**src/include/lia_defines.vh**
```
// register map, field layout, mode codes and timing constants of the logic input assertion block
// assumes a 100 MHz clock and a classic wishbone slave with 32-bit data
// Notes on behaviour
// - contact-close mode follows closed contact only
// - contact-open mode follows open contact only
// - virtual-on mode follows virtual on only
// - virtual-off mode follows virtual off only
// - closed-and-von needs both together
// - closed-and-voff needs both together
// - and modes stay off on one condition
// - alarm assertion raises message, led, relays
// - condition gone withdraws message, led, relays
// - each assertion logs one event
// - fourteen inputs, any one selectable as source
// - contact and virtual states readable as status
// - open-and-von needs both together
// - open-and-voff needs both together
// - or modes assert on either condition
`ifndef LIA_DEFINES_VH
`define LIA_DEFINES_VH

`define LIA_NUM_IN 14

// byte addresses
`define LIA_ADR_CTRL 8'h00
`define LIA_ADR_VIRT 8'h04
`define LIA_ADR_DELAY 8'h08
`define LIA_ADR_CONTACT 8'h0c
`define LIA_ADR_STATUS 8'h10
`define LIA_ADR_IRQ_STAT 8'h14
`define LIA_ADR_IRQ_MASK 8'h18
`define LIA_ADR_EVCNT 8'h1c
`define LIA_ADR_NAME 8'h20

// control register fields
`define LIA_CTRL_SRC_LSB 0
`define LIA_CTRL_SRC_MSB 3
`define LIA_CTRL_MODE_LSB 4
`define LIA_CTRL_MODE_MSB 7
`define LIA_CTRL_FUNC_LSB 8
`define LIA_CTRL_FUNC_MSB 9
`define LIA_CTRL_RLY_LSB 16
`define LIA_CTRL_RLY_MSB 20

// assertion modes
`define LIA_MODE_CLOSE 4'h0
`define LIA_MODE_OPEN 4'h1
`define LIA_MODE_VON 4'h2
`define LIA_MODE_VOFF 4'h3
`define LIA_MODE_C_AND_VON 4'h4
`define LIA_MODE_C_AND_VOFF 4'h5
`define LIA_MODE_O_AND_VON 4'h6
`define LIA_MODE_O_AND_VOFF 4'h7
`define LIA_MODE_C_OR_VON 4'h8
`define LIA_MODE_C_OR_VOFF 4'h9
`define LIA_MODE_O_OR_VON 4'ha
`define LIA_MODE_O_OR_VOFF 4'hb

// functions
`define LIA_FUNC_DISABLED 2'h0
`define LIA_FUNC_ALARM 2'h1

// delay tick of 10 ms, in clock cycles
`define LIA_TICK_NS 10000000
`define LIA_CLK_NS 10
`define LIA_TICK_CYC (`LIA_TICK_NS / `LIA_CLK_NS)

// irq status bits
`define LIA_IRQ_ASSERT 0
`define LIA_IRQ_RELEASE 1

`define LIA_CTRL_RST 32'h00000000
`define LIA_NAME_RST 32'h00000000

`endif

```
**src/rtl/lia_sync.v**
```verilog
// two-flop synchroniser for a vector of field inputs
// assumes inputs are asynchronous to clk_i
`timescale 1ns/10ps
module lia_sync #(
	parameter W = 14
) (
	// clock and reset
	input wire clk_i,
	input wire rst_i,
	// data
	input wire [W-1:0] d_i,
	output wire [W-1:0] q_o
);
	reg [W-1:0] meta_ff;
	reg [W-1:0] sync_ff;
	always @(posedge clk_i) begin
		if (rst_i) begin
			meta_ff <= {W{1'b0}};
			sync_ff <= {W{1'b0}};
		end else begin
			meta_ff <= d_i;
			sync_ff <= meta_ff;
		end
	end
	assign q_o = sync_ff;
endmodule

```
**src/rtl/lia_top.v**
```verilog
// logic input assertion block: one user input function from fourteen logic inputs
// assumes contact pins are asynchronous and a wishbone classic master on clk_i
`timescale 1ns/10ps
`include "lia_defines.vh"
module lia_top #(
	parameter NUM_IN = `LIA_NUM_IN,
	parameter TICK_CYC = `LIA_TICK_CYC
) (
	// clock and reset
	input wire clk_i,
	input wire rst_i,
	// wishbone slave
	input wire cyc_i,
	input wire stb_i,
	input wire we_i,
	input wire [7:0] adr_i,
	input wire [3:0] sel_i,
	input wire [31:0] dat_i,
	output reg [31:0] dat_o,
	output wire ack_o,
	// field contacts, high when closed
	input wire [NUM_IN-1:0] contact_i,
	// outputs
	output reg diag_o,
	output reg [31:0] diag_name_o,
	output reg aux_led_o,
	output reg [4:0] relay_o,
	output reg event_o,
	output wire irq_o
);
	reg [31:0] ctrl_ff;
	reg [NUM_IN-1:0] virt_ff;
	reg [15:0] delay_ff;
	reg [31:0] name_ff;
	reg [1:0] irq_stat_ff;
	reg [1:0] irq_mask_ff;
	reg [15:0] evcnt_ff;
	reg ack_ff;
	reg cond_ff;
	reg active_ff;
	reg [31:0] tick_cnt_ff;
	reg [15:0] dly_cnt_ff;
	reg [31:0] nxt_rd;
	reg raw_cond;

	wire [NUM_IN-1:0] contact_s;
	wire [3:0] src = ctrl_ff[`LIA_CTRL_SRC_MSB:`LIA_CTRL_SRC_LSB];
	wire [3:0] mode = ctrl_ff[`LIA_CTRL_MODE_MSB:`LIA_CTRL_MODE_LSB];
	wire [1:0] func = ctrl_ff[`LIA_CTRL_FUNC_MSB:`LIA_CTRL_FUNC_LSB];
	wire [4:0] rly_sel = ctrl_ff[`LIA_CTRL_RLY_MSB:`LIA_CTRL_RLY_LSB];
	wire src_ok = (src < NUM_IN);
	wire closed = src_ok & contact_s[src];
	wire von = src_ok & virt_ff[src];
	wire bus_req = cyc_i & stb_i & ~ack_ff;
	wire bus_wr = bus_req & we_i;

	lia_sync #(
		.W(NUM_IN)
	) u_sync (
		.clk_i(clk_i),
		.rst_i(rst_i),
		.d_i(contact_i),
		.q_o(contact_s)
	);

	// byte-lane merge for writes
	function [31:0] wmerge;
		input [31:0] old;
		input [31:0] nw;
		input [3:0] sel;
		integer i;
		begin
			wmerge = old;
			for (i = 0; i < 4; i = i + 1) begin
				if (sel[i]) begin
					wmerge[i*8 +: 8] = nw[i*8 +: 8];
				end
			end
		end
	endfunction

	// merged write words; only the implemented low bits are kept
	wire [31:0] virt_wr = wmerge({{(32-NUM_IN){1'b0}}, virt_ff}, dat_i, sel_i);
	wire [31:0] delay_wr = wmerge({16'h0000, delay_ff}, dat_i, sel_i);

	always @* begin
		case (mode)
			`LIA_MODE_CLOSE: raw_cond = closed;
			`LIA_MODE_OPEN: raw_cond = ~closed;
			`LIA_MODE_VON: raw_cond = von;
			`LIA_MODE_VOFF: raw_cond = ~von;
			`LIA_MODE_C_AND_VON: raw_cond = closed & von;
			`LIA_MODE_C_AND_VOFF: raw_cond = closed & ~von;
			`LIA_MODE_O_AND_VON: raw_cond = ~closed & von;
			`LIA_MODE_O_AND_VOFF: raw_cond = ~closed & ~von;
			`LIA_MODE_C_OR_VON: raw_cond = closed | von;
			`LIA_MODE_C_OR_VOFF: raw_cond = closed | ~von;
			`LIA_MODE_O_OR_VON: raw_cond = ~closed | von;
			`LIA_MODE_O_OR_VOFF: raw_cond = ~closed | ~von;
			default: raw_cond = 1'b0;
		endcase
		// an unselectable source never asserts
		if (!src_ok) begin
			raw_cond = 1'b0;
		end
	end

	// delay counts 10 ms ticks; the tick divider restarts with each new assertion
	wire tick = (tick_cnt_ff == TICK_CYC - 1);
	wire cond = raw_cond & (func != `LIA_FUNC_DISABLED);
	wire fire = cond & ~active_ff & (dly_cnt_ff >= delay_ff);
	wire release_ev = ~cond & active_ff;

	always @(posedge clk_i) begin
		if (rst_i) begin
			cond_ff <= 1'b0;
			active_ff <= 1'b0;
			tick_cnt_ff <= 32'h00000000;
			dly_cnt_ff <= 16'h0000;
		end else begin
			cond_ff <= cond;
			if (!cond) begin
				tick_cnt_ff <= 32'h00000000;
				dly_cnt_ff <= 16'h0000;
				active_ff <= 1'b0;
			end else begin
				if (fire) begin
					active_ff <= 1'b1;
				end
				if (tick) begin
					tick_cnt_ff <= 32'h00000000;
					if (dly_cnt_ff != 16'hffff) begin
						dly_cnt_ff <= dly_cnt_ff + 16'h0001;
					end
				end else begin
					tick_cnt_ff <= tick_cnt_ff + 32'h00000001;
				end
			end
		end
	end

	// outputs follow the active state; only alarm drives the indications
	always @(posedge clk_i) begin
		if (rst_i) begin
			diag_o <= 1'b0;
			diag_name_o <= 32'h00000000;
			aux_led_o <= 1'b0;
			relay_o <= 5'h00;
			event_o <= 1'b0;
		end else begin
			event_o <= fire;
			if (fire && func == `LIA_FUNC_ALARM) begin
				diag_o <= 1'b1;
				diag_name_o <= name_ff;
				aux_led_o <= 1'b1;
				relay_o <= rly_sel;
			end else if (!cond) begin
				diag_o <= 1'b0;
				aux_led_o <= 1'b0;
				relay_o <= 5'h00;
			end
		end
	end

	// register file
	always @(posedge clk_i) begin
		if (rst_i) begin
			ctrl_ff <= `LIA_CTRL_RST;
			virt_ff <= {NUM_IN{1'b0}};
			delay_ff <= 16'h0000;
			name_ff <= `LIA_NAME_RST;
			irq_stat_ff <= 2'h0;
			irq_mask_ff <= 2'h0;
			evcnt_ff <= 16'h0000;
			ack_ff <= 1'b0;
			dat_o <= 32'h00000000;
		end else begin
			ack_ff <= bus_req;
			if (bus_req) begin
				dat_o <= nxt_rd;
			end
			if (bus_wr) begin
				case (adr_i)
					`LIA_ADR_CTRL: ctrl_ff <= wmerge(ctrl_ff, dat_i, sel_i);
					`LIA_ADR_VIRT: virt_ff <= virt_wr[NUM_IN-1:0];
					`LIA_ADR_DELAY: delay_ff <= delay_wr[15:0];
					`LIA_ADR_NAME: name_ff <= wmerge(name_ff, dat_i, sel_i);
					`LIA_ADR_IRQ_MASK: irq_mask_ff <= sel_i[0] ? dat_i[1:0] : irq_mask_ff;
					default: ;
				endcase
			end
			// set wins over a write-one clear in the same cycle
			irq_stat_ff <= (irq_stat_ff & ~((bus_wr && adr_i == `LIA_ADR_IRQ_STAT && sel_i[0])
				? dat_i[1:0] : 2'h0)) | {release_ev, fire};
			if (fire) begin
				evcnt_ff <= evcnt_ff + 16'h0001;
			end
		end
	end

	always @* begin
		nxt_rd = 32'h00000000;
		case (adr_i)
			`LIA_ADR_CTRL: nxt_rd = ctrl_ff;
			`LIA_ADR_VIRT: nxt_rd[NUM_IN-1:0] = virt_ff;
			`LIA_ADR_DELAY: nxt_rd[15:0] = delay_ff;
			`LIA_ADR_CONTACT: nxt_rd[NUM_IN-1:0] = contact_s;
			`LIA_ADR_STATUS: nxt_rd = {29'h0, active_ff, cond_ff, raw_cond};
			`LIA_ADR_IRQ_STAT: nxt_rd[1:0] = irq_stat_ff;
			`LIA_ADR_IRQ_MASK: nxt_rd[1:0] = irq_mask_ff;
			`LIA_ADR_EVCNT: nxt_rd[15:0] = evcnt_ff;
			`LIA_ADR_NAME: nxt_rd = name_ff;
			default: nxt_rd = 32'h00000000;
		endcase
	end

	assign ack_o = ack_ff;
	assign irq_o = |(irq_stat_ff & irq_mask_ff);
endmodule

```
**config.mk**
```make
export PLATFORM = sky130hd
export DESIGN_NAME = lia_top
export DESIGN_NICKNAME = d
export VERILOG_FILES = /design/src/rtl/lia_sync.v /design/src/rtl/lia_top.v
export VERILOG_INCLUDE_DIRS = /design/src /design/src/include
export SDC_FILE = /design/constraint.sdc
export NUM_CORES = 1
export LEC_CHECK = 0
export ABC_AREA = 1
export BUFFER_PORTS_ARGS = -buffer_cell sky130_fd_sc_hd__buf_4
export CORE_ASPECT_RATIO = 2
export CORE_MARGIN = 1
export CORE_UTILIZATION = 30
export CTS_CLUSTER_DIAMETER = 60
export DETAILED_ROUTE_END_ITERATION = 7
export HOLD_SLACK_MARGIN = 0.02
export SLEW_MARGIN = 20
export SYNTH_ARGS = -nofsm -noshare
export SYNTH_HDL_FRONTEND = slang
export SYNTH_SLANG_ARGS = --single-unit
export TNS_END_PERCENT = 50
```
**constraint.sdc**
```tcl
create_clock -name clk_i -period 2.99 [get_ports clk_i]
set_clock_uncertainty 0.05 [all_clocks]
set_input_delay 0.598 -clock clk_i [delete_from_list [all_inputs] [get_ports clk_i]]
set_output_delay 0.598 -clock clk_i [all_outputs]
set_load 0.03 [all_outputs]
```
Word level (Yosys, flattened, before mapping)

Cells that the tools add are included.
Widths: inputs -> output; s select.

Word-level logic and storage cells: 120
Bits in registers: 264
Output and inout bits: 74
Input bits: 63

Reductions and logical operators: 23
Bitwise operators: 26
Mux-type cells: 15
$add $sub $neg: 3
Equality and inequality tests: 23
$lt $le $gt $ge: 3

Operator list:

| kind                  | count |
|---|---|
| $pmux 12 s7           | 1 |
| $reduce_and 3->1      | 13 |
| $add 16x1->16 const B | 2 |
| $add 32x1->32 const B | 1 |
| $eq 32x20->1 const B  | 1 |
| $eq 8x5->1 const B    | 4 |
| $pmux 16 s2           | 1 |
| $pmux 2 s9            | 1 |
| $eq 4x3->1 const B    | 4 |
| $eq 4x4->1 const B    | 4 |
| $eq 8x4->1 const B    | 2 |
| $ge 16x16->1          | 1 |
| $ne 16x16->1 const B  | 1 |
| $and 1x1->1           | 13 |
| $pmux 1 s12           | 1 |
| $mux 5                | 2 |
| $bmux 1 s4            | 2 |
| $eq 4x2->1 const B    | 2 |
| $eq 8x3->1 const B    | 1 |
| $eq 8x6->1 const B    | 1 |
| $logic_not 8->1       | 1 |
| $pmux 2 s4            | 1 |
| $lt 4x5->1 const B    | 1 |
| $mux 1                | 5 |
| 16 further kinds      | 27 |

Longest topological paths before layout

Depth in word-level cells: 12
Mapped depth: 22
Mapped depth without buffers: 19

Hierarchy

A second synthesis with hierarchy kept.

Cells, all modules: 1,695
Area, all modules: 12,129.1 um^2

By module, submodules not included:

| module   | area an instance (um^2) | cells an instance | seq. area each (um^2) | instances |
|---|---|---|---|---|
| lia_top  | 11,322.1                | 1,608             | 4,724.5               | 1 |
| lia_sync | 807.0                   | 87                | 560.5                 | 1 |

Least setup slack after synthesis

Ideal clock, no wire load.

Kind: input to register
Start: input adr_i[7]
End: register virt_ff[4]
Path slack: 0.710 ns
Data arrival time: 2.102 ns
Buffers on the path: 1
Stages on the path: 10
Path through: or2_2 -> nor3_2 -> nand3_1 -> nor2_2 -> inv_2 -> nor2_1 -> inv_1 -> clkbuf_1 -> o21ai_0 -> a21oi_1

Cells in the longest elaborated chain, start to end: 2

RTL lines:

| item                       | line          | source |
|---|---|---|
| start: declaration         | lia_top.v:16  | `input wire [7:0] adr_i,` |
| $eq 8x3->1                 | lia_top.v:183 | `case (adr_i)` |
| $reduce_and 3->1 (no line) | n/a           |  |
| end signal: assignment     | lia_top.v:169 | `virt_ff <= {NUM_IN{1'b0}};` |
| end signal: assignment     | lia_top.v:185 | `` `LIA_ADR_VIRT: virt_ff <= virt_wr[NUM_IN-1:0]; `` |
| end: declaration           | lia_top.v:32  | `reg [NUM_IN-1:0] virt_ff;` |

No other way between the ends.
A chain may end at the register's enable or synchronous reset.

Worst setup path after layout

Start: register tick_cnt_ff[0]
End: register tick_cnt_ff[30]

Cells in the longest elaborated chain, start to end: 2

RTL lines:

| item                                                                  | line          | source |
|---|---|---|
| start: declaration                                                    | lia_top.v:41  | `reg [31:0] tick_cnt_ff;` |
| start signal: assignment                                              | lia_top.v:136 | `tick_cnt_ff <= tick_cnt_ff + 32'h00000001;` |
| parallel branches: the longest is 2 deep, another holds $add 32x1->32 | n/a           |  |

Several ways; the timed one is not identified.

==> run_results.csv <==
group,metric,value,unit
outcome,status,"finished clean",
finish,nets,1860,
critical_path,r2r-end,"tick_cnt_ff[30]",
logic_synthesis,synth_edf_count,0,
critical_path,reg2reg_slack,0.34,ns
timing,final-max-slew-violation-count,0,
global_routing,grt_max_degree,121,
die,die_y,284,um
clock_network,clock_latency,0.55,ns
finish,layout-drive-gt1-share,0.125,
logic_synthesis,yosysSeqAreaShare,0.443,
pwr,p_leak,5.59,nW
global_routing,groute.usage.overall,0.185,
route,drc_errors,0,
route,drt_iter0_markers,749,
route,vias_per_cell,4.86,
clock_network,cts.path.max_buffers,3,
critical_path,crit_fanout,4,
timing,finalCritPeriodShare,0.885,
critical_path,rr_startpoint,"tick_cnt_ff[0]",
logic_synthesis,ys_seq_elements,264,
timing,rsz0062_at_grt,"false",
placed_design,place_congestion,0.955,
route,ant_nets,0,
global_routing,grt_pass1_wl,58600,um
min_path,min_path_type,"input pin to flop",
logic_synthesis,async_reset_ff_frac,0,
critical_path,cp_slowest_cell,"nor3_1",
critical_path,required,3.35,ns
critical_path,crit_top_cell,"nand2_1",
pwr,swShare,0.235,
logic_synthesis,syn_inst,1658,
pwr,powerDensity,490,nW/um^2
placed_design,place_inst,2270,
critical_path,setup.worst_path.class,"flop to flop",
placed_design,pre_cts_slack,0.224,ns
route,routedWlPerCell,16.2,um
route,routed-via-count,11300,
finish,antenna_cells,0,
critical_path,cp_num_cells,12,
critical_path,crit_chain,"ha_1, nand2_1, nor2_1, nand2_1, nor2_1, inv_1, nor2_1, nand2_1, nor3_1, nand2_1, o21ai_0, a21oi_1",
timing,fin_tns_setup,0,ns
timing,finalCriticalPeriod,2.65,ns
timing,fin_ws,0.344,ns
pwr,power_switching,1.64,mW
critical_path,endpoint_kind,"flop",
finish,finalNonFillerCells,2316,
route,drt_wl_total,37500,um
critical_path,critPathCapture,"tick_cnt_ff[30]",
die,top_level_ports,137,
die,rows,102,
timing,fmax,378,MHz
logic_synthesis,synth_nets,1740,
clock_network,cts_root_buffer,"clkbuf_16",
global_routing,grt_overflow,0,
placed_design,io_buffers,136,
critical_path,arrival,3.01,ns
clock_network,cts_made_buffers,26,
clock_network,cts_sinks,264,
die,die_area,40600,sq um
critical_path,critical-path-max-stage-delay,0.44,ns
global_routing,antenna_found_initial,0,
flow_run,max_cap_viol_count,0,
logic_synthesis,ys.flop_type,"dfxtp_1",
logic_synthesis,avgSynthCellArea,7.19,sq um
pwr,clkPwrFrac,0.443,
critical_path,cp-startpoint,"tick_cnt_ff[0]",
logic_synthesis,ys_types,44,
die,coreArea,38900,sq um
die,die_w,143,um
timing,slew_headroom,0.627,
route,firstDrtPassIters,5,
critical_path,timing.critical_path.buf_inv,1,
logic_synthesis,synthesis.area,11900,sq um
timing,worst_pin_slew,0.555,ns
pwr,seq_power_share,0.510,
finish,area_growth_syn_to_layout,19.7,%
timing,setup_viol,0,
clock_network,h-tree-depth,1,
critical_path,reg2reg_depth,12,
critical_path,cp_top_family,"simple AND/OR/NAND/NOR gates",
placed_design,dp_hpwl,28600,um
global_routing,grt_pass1_vias,11200,
pwr,p_comb_frac,0.047,
pwr,total_power,6.98,mW
clock_network,clk_pin_slew,0.06,ns
critical_path,start_kind,"flop",
pwr,p_int,5.34,mW
clock_network,cts_tree,"done",
pwr,ir_drop,260,uV
timing,finalHoldViolations,0,
logic_synthesis,yosys_warnings,0,
die,floorplan.initialDensity,0.306,
[metal layers]
layer,up-vias,GRT usage,routed length [um]
met5,-,0,0
met4,0,0.133,2840
met3,135,0.0226,1760
met2,366,0.336,18900
met1,5112,0.194,14000
li1,5643,-,-
[worst min-delay path: stages]
cell and delay, ns:
buf_4 0.07, inv_1 0.03, nor2_1 0.06
[stage by stage]
stage | util | hold slack (ns) | area (sq um)
finish | 0.366 | 0.197 | 14300
global route | 0.366 | 0.189 | 14300
floorplan | - | 0.338 | 11900
detailed placement | 0.346 | 0.349 | 13500
global placement | 0.346 | 0.347 | 13500
CTS | 0.366 | 0.176 | 14300
[cell families after synthesis]
kind of cell,count (synthesis),share of synthesized area
simple gates,693,0.254
compound gates,346,0.158
buf+inv,309,0.105
flops,264,0.443
xor+xnor,27,0.0198
fa+ha+maj,19,0.0199
[what timing repair did]
item                       in CTS  in global routing
setup buffers                   0                  0
setup endpoints to repair       0                  1
resized for setup               0                  1
hold buffers                    0                  0
[worst min path at each step]
stage	startpoint	endpoint	slack (ns)	cells past startpoint
final	contact_i[12]	u_sync.meta_ff[12]	0.20	3
after global routing	contact_i[10]	u_sync.meta_ff[10]	0.19	3
after CTS	contact_i[12]	u_sync.meta_ff[12]	0.18	3
after detailed placement	u_sync.meta_ff[2]	u_sync.q_o[2]	0.35	2
after global placement	u_sync.meta_ff[10]	u_sync.q_o[10]	0.35	2
after floorplan	u_sync.meta_ff[0]	u_sync.q_o[0]	0.34	2
[power groups by stage]
stage	Sequential, mW	Clock, mW	Combinational [mW]
floorplan	3.66	0	0.135
global placement	3.64	0	0.325
detailed placement	3.64	0	0.327
CTS	3.56	3.17	0.329
global route	3.56	3.30	0.358
finish	3.56	3.09	0.327
[cell type report]
type	count	area (sq um)
Sequential cell	264	5290
Timing Repair Buffer	161	1250
Clock buffer	37	712
Fill cell	4092	24700
Multi-Input combinational cell	1085	5390
Clock inverter	9	71.3
Inverter	240	902
Tap cell	520	651
[state kept, by name, indices dropped and copies added (netlist names), 2 cells and up]
register,count
delay_ff,16
u_sync.meta_ff,14
tick_cnt_ff,32
diag_name_o,32
name_ff,32
dly_cnt_ff,16
irq_mask_ff,2
dat_o,32
irq_stat_ff,2
evcnt_ff,16
u_sync.q_o,14
ctrl_ff,32
virt_ff,14
relay_o,5
[synthesized netlist by cell type (4+ instances only)]
library cell  count  area share
buf_6             7      0.0066
inv_2             4      0.0013
nor4_1           17      0.0089
buf_4             9      0.0057
o22ai_1          14      0.0073
dfxtp_1         264        0.44
and3_1            4      0.0021
inv_1           234       0.074
nor2_1          232       0.073
xnor2_1           5      0.0037
o221ai_1         10      0.0073
o2111ai_1         6      0.0044
nand2_1         250       0.079
a21oi_1         156       0.066
nand4_1          25       0.013
o21ai_0         131       0.055
o211ai_1         20       0.013
nand3_1          96       0.040
nor3_1           49       0.021
xor2_1           22       0.016
ha_1             19       0.020
clkbuf_1         49       0.015
[cell usage in the layout (no fill, tap or decap), types with 2 or more instances in the layout]
master     netlist  routed
dfxtp_1        264     264
nand2_1        250     250
inv_1          234     234
nor2_1         232     230
buf_4            9     158
a21oi_1        156     156
o21ai_0        131     131
nand3_1         96      96
nor3_1          49      48
clkbuf_16        0      26
nand4_1         25      25
xor2_1          22      22
o211ai_1        20      20
ha_1            19      19
nor4_1          17      17
o22ai_1         14      14
o221ai_1        10      10
clkbuf_1        49       9
clkinv_2         0       7
o2111ai_1        6       6
nor2_2           3       5
xnor2_1          5       5
inv_2            4       4
and3_1           4       4
nand2_2          3       3
o31ai_1          3       3
buf_12           0       3
or2_2            2       2
nor3_2           1       2
o21ai_1          2       2
nor2_8           2       2
a221oi_1         2       2
clkinv_8         0       2
clkbuf_8         0       2
(Power assumes the default switching activity.)
